$ cat src/hdl/wssp_defines.vh
// Constants of the serial host slave port: fields, registers, status bits
`ifndef WSSP_DEFINES_VH
`define WSSP_DEFINES_VH

// Command word field positions
`define WSSP_CMD_DIR      31
`define WSSP_CMD_INC      30
`define WSSP_CMD_FN_HI    29
`define WSSP_CMD_FN_LO    28
`define WSSP_CMD_AD_HI    27
`define WSSP_CMD_AD_LO    11
`define WSSP_CMD_LN_HI    10
`define WSSP_CMD_LN_LO    0
`define WSSP_CMD_LAST     5'h1f
`define WSSP_ADDR_LAST    5'h14
`define WSSP_LEN_MAX      12'h800

// Function codes
`define WSSP_FN_PORT      2'h0
`define WSSP_FN_BACK      2'h1
`define WSSP_FN_PKT1      2'h2
`define WSSP_FN_PKT2      2'h3

// Port register byte addresses
`define WSSP_REG_CTRL     17'h00000
`define WSSP_REG_STCTL    17'h00002
`define WSSP_REG_INT0     17'h00004
`define WSSP_REG_PAT      17'h00014
`define WSSP_REG_PAT_END  17'h00017

// Control register bits and reset values
`define WSSP_CTRL_WL      0
`define WSSP_CTRL_BE      1
`define WSSP_CTRL_HS      4
`define WSSP_CTRL_POL     5
`define WSSP_CTRL_WAKE    7
`define WSSP_RST_WL       1'h0
`define WSSP_RST_BE       1'h0
`define WSSP_RST_HS       1'h1
`define WSSP_RST_POL      1'h1
`define WSSP_STCTL_STEN   0
`define WSSP_STCTL_IWS    1
`define WSSP_RST_STEN     1'h1
`define WSSP_RST_IWS      1'h0

// Interrupt register bits
`define WSSP_INT_DNA      0
`define WSSP_INT_UNF      1
`define WSSP_INT_OVF      2
`define WSSP_INT_PKTW     5
`define WSSP_INT_BOVF     7

// Status word bits
`define WSSP_ST_DNA       0
`define WSSP_ST_UNF       1
`define WSSP_ST_OVF       2
`define WSSP_ST_CIRQ      3
`define WSSP_ST_EMPTY     4
`define WSSP_ST_PKTW      8
`define WSSP_ST_LEN_LO    9
`define WSSP_ST_LEN_HI    19

// Readiness pattern, value is arbitrary
`define WSSP_PATTERN      32'hfeedbead

`endif

$ cat src/hdl/wssp_slave.v
// Serial host slave port: command decode, data, status and interrupt
`timescale 1ns/1ps
`default_nettype none
`include "wssp_defines.vh"

module wssp_slave #(
    parameter [31:0] P_PATTERN = `WSSP_PATTERN
) (
    input  wire        i_clk_sys,
    input  wire        i_rst,
    input  wire        i_serial_clock_pin,
    input  wire        i_data3_cs_n,
    input  wire        i_cmd_sdi,
    output reg         o_data0_sdo,
    output reg         o_data0_oe,
    output reg         o_data1_irq,
    output reg         o_wakeup,
    output reg         o_wr_valid,
    output reg  [1:0]  o_wr_func,
    output reg  [16:0] o_wr_addr,
    output reg  [7:0]  o_wr_data,
    input  wire        i_wr_full,
    output reg         o_rd_req,
    output reg  [1:0]  o_rd_func,
    output reg  [16:0] o_rd_addr,
    input  wire [7:0]  i_rd_data,
    input  wire        i_rd_avail,
    input  wire        i_chan_irq,
    input  wire        i_pkt_fifo_empty,
    input  wire        i_pkt_waiting,
    input  wire [10:0] i_pkt_len
);

    localparam [4:0] S_IDLE = 5'h01;
    localparam [4:0] S_CMD  = 5'h02;
    localparam [4:0] S_DATA = 5'h04;
    localparam [4:0] S_STAT = 5'h08;
    localparam [4:0] S_DONE = 5'h10;

    // Byte lane of the k-th byte of a unit in address order
    function [1:0] wssp_bidx;
        input       w32;
        input       big;
        input [1:0] k;
        begin
            if (big)
                wssp_bidx = (w32 ? 2'h3 : 2'h1) - k;
            else
                wssp_bidx = k;
        end
    endfunction

    // ************************************************************
    // Pin sampling
    // ************************************************************
    // The serial clock is oversampled, so it must stay well below
    // a quarter of the system clock rate.
    wire [2:0] sync_q;
    wire       sclk_s = sync_q[2];
    wire       cs_s   = sync_q[1];
    wire       sdi_s  = sync_q[0];

    wssp_sync #(
        .P_W   (3),
        .P_RST (3'h2)
    ) u_sync (
        .i_clk (i_clk_sys),
        .i_rst (i_rst),
        .i_d   ({i_serial_clock_pin, i_data3_cs_n, i_cmd_sdi}),
        .o_q   (sync_q)
    );

    reg        sclk_d_reg;
    reg        cs_d_reg;
    reg        rise_d_reg;
    reg [4:0]  state_reg;
    reg [4:0]  bit_cnt_reg;
    reg [31:0] sh_reg;
    reg        dir_reg;
    reg        inc_reg;
    reg [1:0]  func_reg;
    reg [16:0] ptr_reg;
    reg [11:0] byte_left_reg;
    reg [31:0] tx_unit_reg;
    reg [31:0] nxt_unit_reg;
    reg [31:0] em_unit_reg;
    reg [2:0]  em_cnt_reg;
    reg [1:0]  em_k_reg;
    reg [11:0] fe_left_reg;
    reg [2:0]  fe_cnt_reg;
    reg [1:0]  fe_k_reg;
    reg        fe_phase_reg;
    reg        wl_reg;
    reg        be_reg;
    reg        hs_reg;
    reg        pol_reg;
    reg        wake_reg;
    reg        sten_reg;
    reg        iws_reg;
    reg        dna_reg;
    reg        unf_reg;
    reg        ovf_reg;
    reg        bovf_reg;
    reg        x_dna_reg;
    reg        x_unf_reg;
    reg        x_ovf_reg;
    reg [7:0]  f0_rd;

    wire rise  = sclk_s & ~sclk_d_reg & ~cs_s;
    wire fall  = ~sclk_s & sclk_d_reg & ~cs_s;
    wire drive = hs_reg ? rise_d_reg : fall;
    wire cs_fall = ~cs_s & cs_d_reg;
    wire commit  = cs_s & ~cs_d_reg & (state_reg != S_IDLE)
                   & (state_reg != S_CMD);

    // ************************************************************
    // Command and unit arithmetic
    // ************************************************************
    wire [31:0] cmd_w   = {sh_reg[30:0], sdi_s};
    wire [31:0] early_w = {cmd_w[20:0], 11'h000};
    wire [10:0] len_f   = cmd_w[`WSSP_CMD_LN_HI:`WSSP_CMD_LN_LO];
    wire [11:0] tot_w   = (len_f == 11'h000) ? `WSSP_LEN_MAX
                          : {1'b0, len_f};
    wire [2:0]  nb      = wl_reg ? 3'h4 : 3'h2;
    wire [11:0] nb12    = {9'h000, nb};
    wire [4:0]  ub_last = wl_reg ? 5'h1f : 5'h0f;
    wire [11:0] rem0    = (tot_w > nb12) ? tot_w - nb12 : 12'h000;
    wire [11:0] take0   = (rem0 > nb12) ? nb12 : rem0;
    wire [11:0] fe_take = (fe_left_reg > nb12) ? nb12 : fe_left_reg;
    wire [11:0] em_take = (byte_left_reg > nb12) ? nb12 : byte_left_reg;
    wire [16:0] ptr_inc = ptr_reg + {16'h0000, inc_reg};

    wire [1:0] fe_i    = wssp_bidx(wl_reg, be_reg, fe_k_reg);
    wire [1:0] em_i    = wssp_bidx(wl_reg, be_reg, em_k_reg);
    wire [7:0] em_byte = em_unit_reg[{em_i, 3'h0} +: 8];
    wire       is_port = (func_reg == `WSSP_FN_PORT);
    wire [7:0] fe_byte = is_port ? f0_rd
                         : (i_rd_avail ? i_rd_data : 8'h00);

    // ************************************************************
    // Status word and interrupt source
    // ************************************************************
    wire [31:0] stat_w = {12'h000, i_pkt_len, i_pkt_waiting, 3'h0,
                          i_pkt_fifo_empty, i_chan_irq,
                          x_ovf_reg, x_unf_reg, x_dna_reg};
    // Error causes stay quiet while the status word already tells
    // the host, unless software asks for both.
    wire irq_raw = i_chan_irq | ((dna_reg | unf_reg | ovf_reg | bovf_reg)
                   & (~sten_reg | iws_reg));
    wire out_bit = (state_reg == S_DATA && !dir_reg)
                   ? tx_unit_reg[ub_last - bit_cnt_reg]
                   : (state_reg == S_STAT)
                   ? stat_w[5'h1f - bit_cnt_reg] : 1'b0;

    // ************************************************************
    // Port register read decode
    // ************************************************************
    always @* begin
        f0_rd = 8'h00;
        if (o_rd_addr == `WSSP_REG_CTRL) begin
            f0_rd = {wake_reg, 1'b0, pol_reg, hs_reg, 2'h0,
                     be_reg, wl_reg};
        end else if (o_rd_addr == `WSSP_REG_STCTL) begin
            f0_rd = {6'h00, iws_reg, sten_reg};
        end else if (o_rd_addr == `WSSP_REG_INT0) begin
            f0_rd = {bovf_reg, 1'b0, i_pkt_waiting, 2'h0,
                     ovf_reg, unf_reg, dna_reg};
        end else if (o_rd_addr >= `WSSP_REG_PAT &&
                     o_rd_addr <= `WSSP_REG_PAT_END) begin
            f0_rd = P_PATTERN[{o_rd_addr[1:0], 3'h0} +: 8];
        end
    end

    // ************************************************************
    // Main sequencer
    // ************************************************************
    always @(posedge i_clk_sys or posedge i_rst) begin
        if (i_rst) begin
            sclk_d_reg    <= 1'b0;
            cs_d_reg      <= 1'b1;
            rise_d_reg    <= 1'b0;
            state_reg     <= S_IDLE;
            bit_cnt_reg   <= 5'h00;
            sh_reg        <= 32'h00000000;
            dir_reg       <= 1'b0;
            inc_reg       <= 1'b0;
            func_reg      <= 2'h0;
            ptr_reg       <= 17'h00000;
            byte_left_reg <= 12'h000;
            tx_unit_reg   <= 32'h00000000;
            nxt_unit_reg  <= 32'h00000000;
            em_unit_reg   <= 32'h00000000;
            em_cnt_reg    <= 3'h0;
            em_k_reg      <= 2'h0;
            fe_left_reg   <= 12'h000;
            fe_cnt_reg    <= 3'h0;
            fe_k_reg      <= 2'h0;
            fe_phase_reg  <= 1'b0;
            wl_reg        <= `WSSP_RST_WL;
            be_reg        <= `WSSP_RST_BE;
            hs_reg        <= `WSSP_RST_HS;
            pol_reg       <= `WSSP_RST_POL;
            wake_reg      <= 1'b0;
            sten_reg      <= `WSSP_RST_STEN;
            iws_reg       <= `WSSP_RST_IWS;
            dna_reg       <= 1'b0;
            unf_reg       <= 1'b0;
            ovf_reg       <= 1'b0;
            bovf_reg      <= 1'b0;
            x_dna_reg     <= 1'b0;
            x_unf_reg     <= 1'b0;
            x_ovf_reg     <= 1'b0;
            o_data0_sdo   <= 1'b0;
            o_data0_oe    <= 1'b0;
            o_data1_irq   <= 1'b0;
            o_wakeup      <= 1'b0;
            o_wr_valid    <= 1'b0;
            o_wr_func     <= 2'h0;
            o_wr_addr     <= 17'h00000;
            o_wr_data     <= 8'h00;
            o_rd_req      <= 1'b0;
            o_rd_func     <= 2'h0;
            o_rd_addr     <= 17'h00000;
        end else begin
            sclk_d_reg  <= sclk_s;
            cs_d_reg    <= cs_s;
            rise_d_reg  <= rise;
            o_wr_valid  <= 1'b0;
            o_rd_req    <= 1'b0;
            o_wakeup    <= 1'b0;
            o_data0_oe  <= ~cs_s;
            o_data1_irq <= pol_reg ? irq_raw : ~irq_raw;

            // Read prefetch: request, then capture one cycle later
            if (fe_cnt_reg != 3'h0) begin
                if (!fe_phase_reg) begin
                    o_rd_req     <= ~is_port;
                    o_rd_func    <= func_reg;
                    o_rd_addr    <= ptr_reg;
                    fe_phase_reg <= 1'b1;
                end else begin
                    nxt_unit_reg[{fe_i, 3'h0} +: 8] <= fe_byte;
                    if (!is_port && !i_rd_avail) begin
                        if (func_reg == `WSSP_FN_BACK)
                            x_dna_reg <= 1'b1;
                        else
                            x_unf_reg <= 1'b1;
                    end
                    ptr_reg      <= ptr_inc;
                    fe_cnt_reg   <= fe_cnt_reg - 3'h1;
                    fe_k_reg     <= fe_k_reg + 2'h1;
                    fe_phase_reg <= 1'b0;
                end
            end

            // Write emission, one byte per cycle in address order
            if (em_cnt_reg != 3'h0) begin
                if (is_port) begin
                    if (ptr_reg == `WSSP_REG_CTRL) begin
                        wl_reg   <= em_byte[`WSSP_CTRL_WL];
                        be_reg   <= em_byte[`WSSP_CTRL_BE];
                        hs_reg   <= em_byte[`WSSP_CTRL_HS];
                        pol_reg  <= em_byte[`WSSP_CTRL_POL];
                        wake_reg <= em_byte[`WSSP_CTRL_WAKE];
                        o_wakeup <= em_byte[`WSSP_CTRL_WAKE];
                    end else if (ptr_reg == `WSSP_REG_STCTL) begin
                        sten_reg <= em_byte[`WSSP_STCTL_STEN];
                        iws_reg  <= em_byte[`WSSP_STCTL_IWS];
                    end else if (ptr_reg == `WSSP_REG_INT0) begin
                        if (em_byte[`WSSP_INT_DNA])
                            dna_reg <= 1'b0;
                    end
                end else begin
                    o_wr_valid <= 1'b1;
                    o_wr_func  <= func_reg;
                    o_wr_addr  <= ptr_reg;
                    o_wr_data  <= em_byte;
                    if (i_wr_full)
                        x_ovf_reg <= 1'b1;
                end
                ptr_reg    <= ptr_inc;
                em_cnt_reg <= em_cnt_reg - 3'h1;
                em_k_reg   <= em_k_reg + 2'h1;
            end

            // Frame control: each select low is a fresh command
            if (cs_s) begin
                state_reg  <= S_IDLE;
                fe_cnt_reg <= 3'h0;
            end else if (cs_fall) begin
                state_reg   <= S_CMD;
                bit_cnt_reg <= 5'h00;
                x_dna_reg   <= 1'b0;
                x_unf_reg   <= 1'b0;
                x_ovf_reg   <= 1'b0;
            end else if (rise) begin
                // Host sets up each bit ahead of this edge
                sh_reg      <= cmd_w;
                bit_cnt_reg <= bit_cnt_reg + 5'h01;
                case (state_reg)
                    S_CMD: begin
                        if (bit_cnt_reg == `WSSP_ADDR_LAST) begin
                            // Address known: prefetch the first unit
                            dir_reg  <= early_w[`WSSP_CMD_DIR];
                            inc_reg  <= early_w[`WSSP_CMD_INC];
                            func_reg <= early_w[`WSSP_CMD_FN_HI:
                                                `WSSP_CMD_FN_LO];
                            ptr_reg  <= early_w[`WSSP_CMD_AD_HI:
                                                `WSSP_CMD_AD_LO];
                            if (!early_w[`WSSP_CMD_DIR]) begin
                                fe_cnt_reg   <= nb;
                                fe_k_reg     <= 2'h0;
                                fe_phase_reg <= 1'b0;
                            end
                        end
                        if (bit_cnt_reg == `WSSP_CMD_LAST) begin
                            state_reg     <= S_DATA;
                            bit_cnt_reg   <= 5'h00;
                            byte_left_reg <= tot_w;
                            if (!dir_reg) begin
                                // First bit launched from this edge when hs_reg is set, else from the next fall
                                tx_unit_reg  <= nxt_unit_reg;
                                fe_cnt_reg   <= take0[2:0];
                                fe_left_reg  <= rem0 - take0;
                                fe_k_reg     <= 2'h0;
                                fe_phase_reg <= 1'b0;
                            end
                        end
                    end
                    S_DATA: begin
                        if (bit_cnt_reg == ub_last) begin
                            bit_cnt_reg <= 5'h00;
                            if (dir_reg) begin
                                em_unit_reg <= cmd_w;
                                em_cnt_reg  <= em_take[2:0];
                                em_k_reg    <= 2'h0;
                            end else begin
                                tx_unit_reg  <= nxt_unit_reg;
                                fe_cnt_reg   <= fe_take[2:0];
                                fe_left_reg  <= fe_left_reg - fe_take;
                                fe_k_reg     <= 2'h0;
                                fe_phase_reg <= 1'b0;
                            end
                            if (byte_left_reg <= nb12) begin
                                byte_left_reg <= 12'h000;
                                // No status costs no extra clocks
                                state_reg <= sten_reg ? S_STAT
                                             : S_DONE;
                            end else begin
                                byte_left_reg <= byte_left_reg - nb12;
                            end
                        end
                    end
                    S_STAT: begin
                        if (bit_cnt_reg == `WSSP_CMD_LAST)
                            state_reg <= S_DONE;
                    end
                    default: begin
                        bit_cnt_reg <= bit_cnt_reg;
                    end
                endcase
            end

            // Serial output on the selected edge, host samples rising
            if (cs_s)
                o_data0_sdo <= 1'b0;
            else if (drive)
                o_data0_sdo <= out_bit;

            // Last-transfer flags; a new set beats a clear
            if (commit) begin
                if (dir_reg) begin
                    ovf_reg  <= x_ovf_reg & (func_reg != `WSSP_FN_BACK);
                    bovf_reg <= x_ovf_reg & (func_reg == `WSSP_FN_BACK);
                end else begin
                    unf_reg <= x_unf_reg;
                end
                if (x_dna_reg)
                    dna_reg <= 1'b1;
            end
        end
    end

endmodule

`default_nettype wire

$ cat src/hdl/wssp_sync.v
// Two-flop synchroniser for pins entering the system clock domain
`timescale 1ns/1ps
`default_nettype none

module wssp_sync #(
    parameter         P_W   = 1,
    parameter [P_W-1:0] P_RST = {P_W{1'b0}}
) (
    input  wire           i_clk,
    input  wire           i_rst,
    input  wire [P_W-1:0] i_d,
    output reg  [P_W-1:0] o_q
);

    reg [P_W-1:0] meta_reg;

    // The first stage is read by the second stage only
    always @(posedge i_clk or posedge i_rst) begin
        if (i_rst) begin
            meta_reg <= P_RST;
            o_q      <= P_RST;
        end else begin
            meta_reg <= i_d;
            o_q      <= meta_reg;
        end
    end

endmodule

`default_nettype wire

$ cat config.mk
export PLATFORM = sky130hd
export DESIGN_NAME = wssp_slave
export DESIGN_NICKNAME = d
export VERILOG_FILES = /design/src/hdl/wssp_slave.v /design/src/hdl/wssp_sync.v
export VERILOG_INCLUDE_DIRS = /design/src /design/src/hdl
export SDC_FILE = /design/constraint.sdc
export NUM_CORES = 1
export LEC_CHECK = 0
export BUFFER_PORTS_ARGS = -buffer_cell sky130_fd_sc_hd__buf_4
export CAP_MARGIN = 20
export CORE_MARGIN = 2
export CORE_UTILIZATION = 60
export CTS_BUF_LIST = sky130_fd_sc_hd__clkbuf_4 sky130_fd_sc_hd__clkbuf_8
export CTS_CLUSTER_SIZE = 30
export DETAILED_ROUTE_END_ITERATION = 8
export HOLD_SLACK_MARGIN = 0.15
export MAX_ROUTING_LAYER = met4
export PLACE_DENSITY = 0.79
export SYNTH_ARGS = -nofsm -noshare
export SYNTH_HDL_FRONTEND = slang
export SYNTH_SLANG_ARGS = --single-unit
$ cat constraint.sdc
create_clock -name i_clk_sys -period 10.9 [get_ports i_clk_sys]
set_input_delay 0.545 -clock i_clk_sys [delete_from_list [all_inputs] [get_ports i_clk_sys]]
set_output_delay 0.545 -clock i_clk_sys [all_outputs]
set_load 0.01 [all_outputs]
==> flow_summary.ini <==
[grt]
grt_overflow_total = 0
grtUsageTotal_pct = 29.9
grt_antenna_before_repair = 0
grt_max_degree = 138
grt_pass1_wl_um = 54700
grt_pass1_vias = 10268

[power]
clock_power_share_pct = 36.5
p_seq_share_pct = 43.3
switching_share_pct = 30.8
comb_power_share_pct = 20.2
powerDensity_nw_per_um2 = 171
leakage_nw = 7.30
power.internal_mw = 1.79
switching_power_mw = 0.798
ir_drop_mv = 0.120

[sta]
finalCriticalPeriod_ps = 5520
fin_setup_tns_ps = 0
relSlewSlack_pct = 24.2
grt_setup_unrepaired = false
final_max_slew_viol_count = 0
worst_pin_slew_ps = 1130
hold_viol_final = 0
fmax_ghz = 0.181
fin_crit_sh_pct = 50.7
fin_skew_ps = 23.7
setup_viol = 0

[routing]
first_pass_iters = 7
num_vias = 10273
vias_per_cell = 6.13
drc = 0
dr.first_iter.drc_count = 976
drtAntennaViolNets = 0
wl_per_cell_um = 20.0
drt-total-wl_um = 33500

[layout]
nets = 1422
syn_to_final_growth_pct = 13.4
antenna_cells = 0
fill_cells = 1609
layout_common_cells = dfrtp_1 (261), nand2_1 (240), mux2_2 (105)
drive_above_1_share_pct = 24.1
final_util_pct = 69.3
layout_commonest_cell = dfrtp_1

[synthesis]
synthDistinctLibCells = 85
ys_seq_elements = 268
synth.avg_cell_area_um2 = 10.4
synth-xor-area-share_pct = 2.69
ys_warn_count = 0
syn_nets = 1340
yosysTopAreaCellShare_pct = 49.0
synthTopCellsByArea = dfrtp_1 (49%), mux2_2 (8.9%), nand2_1 (6.8%), mux4_2 (3.9%), o21ai_0 (2.9%)
synth_edf_count = 0
synthAdderAreaFrac_pct = 2.95
yosysTopAreaCell = dfrtp_1
synth_compound_area_share_pct = 10.9
ys_async_sr_fraction_pct = 100
synth_top_family_by_area = simple AND/OR/NAND/NOR gates
syn_inst = 1282
yosys-mux-area-fraction_pct = 13.2
dominantRegCellSynth = dfrtp_1
yosysSeqAreaShare_pct = 50.4
synthSimpleGateAreaFrac_pct = 16.8
syn_area_um2 = 13300

[setup_path]
crit_arrival_ps = 5960
crit_required_ps = 11340
worstPathCellList = clkinv_1 -> ha_1 -> nand2_1 -> o32a_2 -> or3_4 -> and2_2 -> nor3_1 -> nand2_1 -> o21ai_0 -> fa_1 -> inv_1 -> a21oi_1 -> a21oi_1 -> a2111o_1 -> or4_1 -> a31oi_1 -> nor2_1
path_class = flop to flop
max_stage_delay_ps = 640
crit_buf_inv = 2
cp_max_fo = 15
cp-end-kind = flop
worst_setup_path_start_kind = flop
critPathTopFamily = simple AND/OR/NAND/NOR gates
critPathSlowestCell = dfrtp_1

[cts]
cts_root_buf = clkbuf_8
clk_pin_slew_ps = 60
numCtsBuffers = 44
cts_tree = built
htree_levels = 2
cts_resized = 0
clock_sinks = 268
worstSkewPairLatency_ps = 580
cts_buffer_depth = 3

[floorplanning]
rows = 54
dieArea_um2 = 23400
boundaryPins = 81
fp.dieW_um = 153
core_region_area_um2 = 21800
dieHeight_um = 153
initial_core_util_pct = 61.1

[placed_design]
place_congestion = 0.902
dpl.hpwl_um = 22600
io_buffers = 80

[hold_path]
hp-class = primary input to asynchronous set/reset pin

[run]
drv_cap = 0

[outcome]
outcome = finished clean
## worst reg2reg max path: cells and delay by family, from the launching register on
kind / cells / cell delay, ps
and+or+nand+nor: 7 / 1750
AOI/OAI and AO/OA: 6 / 1430
adders and majority gates: 2 / 900
buffers and inverters: 2 / 680
DFF: 1 / 640
## kinds of logic (layout without fill, tap and decap cells)
group | after synthesis | after routing
and+or+nand+nor | 482 | 482
other | 2 | 2
buffers and inverters | 91 | 206
DFF | 268 | 268
AOI/OAI and AO/OA | 235 | 235
xor gates and xnor gates | 41 | 41
muxes | 134 | 134
adders and majority gates | 29 | 29
## repair_timing
item	4_1_cts	5_1_grt
setup buffers	0	0
endpoints found under the hold margin	3	0
hold buffers	3	0
## cell type report
cell class / instances / area [um^2] / area share, %
Clock buffer: 71 / 902 / 5.96
Inverter: 32 / 128 / 0.844
Sequential cell: 268 / 6720 / 44.4
Multi-Input combinational cell: 923 / 6220 / 41.1
Clock inverter: 8 / 66.3 / 0.438
Timing Repair Buffer: 95 / 741 / 4.90
Tap cell: 280 / 350 / 2.32
## routing by layer
| metal | vias to the layer above | track usage [%] | share of wire [%] |
|---|---|---|---|
| met2 | 354 | 47.3 | 49 |
| li1 | 4711 | - | - |
| met1 | 5121 | 39.7 | 42 |
| met3 | 87 | 4.45 | 6.0 |
| met4 | 0 | 11.1 | 3.3 |
| met5 | - | - | 0 |
## path summary, 6_finish.rpt
kind	start	endpoint	slack [ps]	depth (start not counted)
max	wl_reg	fe_left_reg[8]	5380	17
min	i_rst	fe_left_reg[10]	100	2
max reg2reg	wl_reg	fe_left_reg[8]	5380	17
min reg2reg	u_sync.meta_reg[0]	u_sync.o_q[0]	360	0
max in group asynchronous	i_rst	o_rd_addr[14]	9430	4
min in group i_clk_sys	i_wr_full	x_ovf_reg	220	3
## cells in the mapped netlist (21+ instances only)
master	number
nor4_1	22
mux4_2	23
nand3_1	21
a21oi_1	67
dfrtp_1	261
xor2_1	25
clkbuf_1	44
nand2_1	240
nor3_1	27
ha_1	25
inv_1	31
o21ai_0	76
nor2_1	86
mux2_2	105
## power by group through the flow
| stage | registers [mW] | logic [mW] | clock network, mW |
|---|---|---|---|
| floorplan | 1.11 | 0.415 | 0 |
| CTS | 1.12 | 0.518 | 0.956 |
| global placement | 1.13 | 0.508 | 0 |
| global route | 1.13 | 0.583 | 1.00 |
| detailed placement | 1.14 | 0.514 | 0 |
| finish | 1.12 | 0.523 | 0.944 |
## metrics by stage
| stage | power [mW] | area (um^2) | cells | hold slack (ps) | setup WS, ps |
|---|---|---|---|---|---|
| final | 2.59 | 15100 | 1677 | 102 | 5380 |
| after global routing | 2.71 | 15100 | 1677 | 210 | 4920 |
| after CTS | 2.59 | 15100 | 1676 | 203 | 5380 |
| after detailed placement | 1.65 | 14100 | 1594 | 342 | 5430 |
| after global placement | 1.64 | 14100 | 1594 | 336 | 5550 |
| after floorplan | 1.52 | 13300 | 1282 | 331 | 2980 |
No activity file was read; power rests on OpenSTA's default activity.
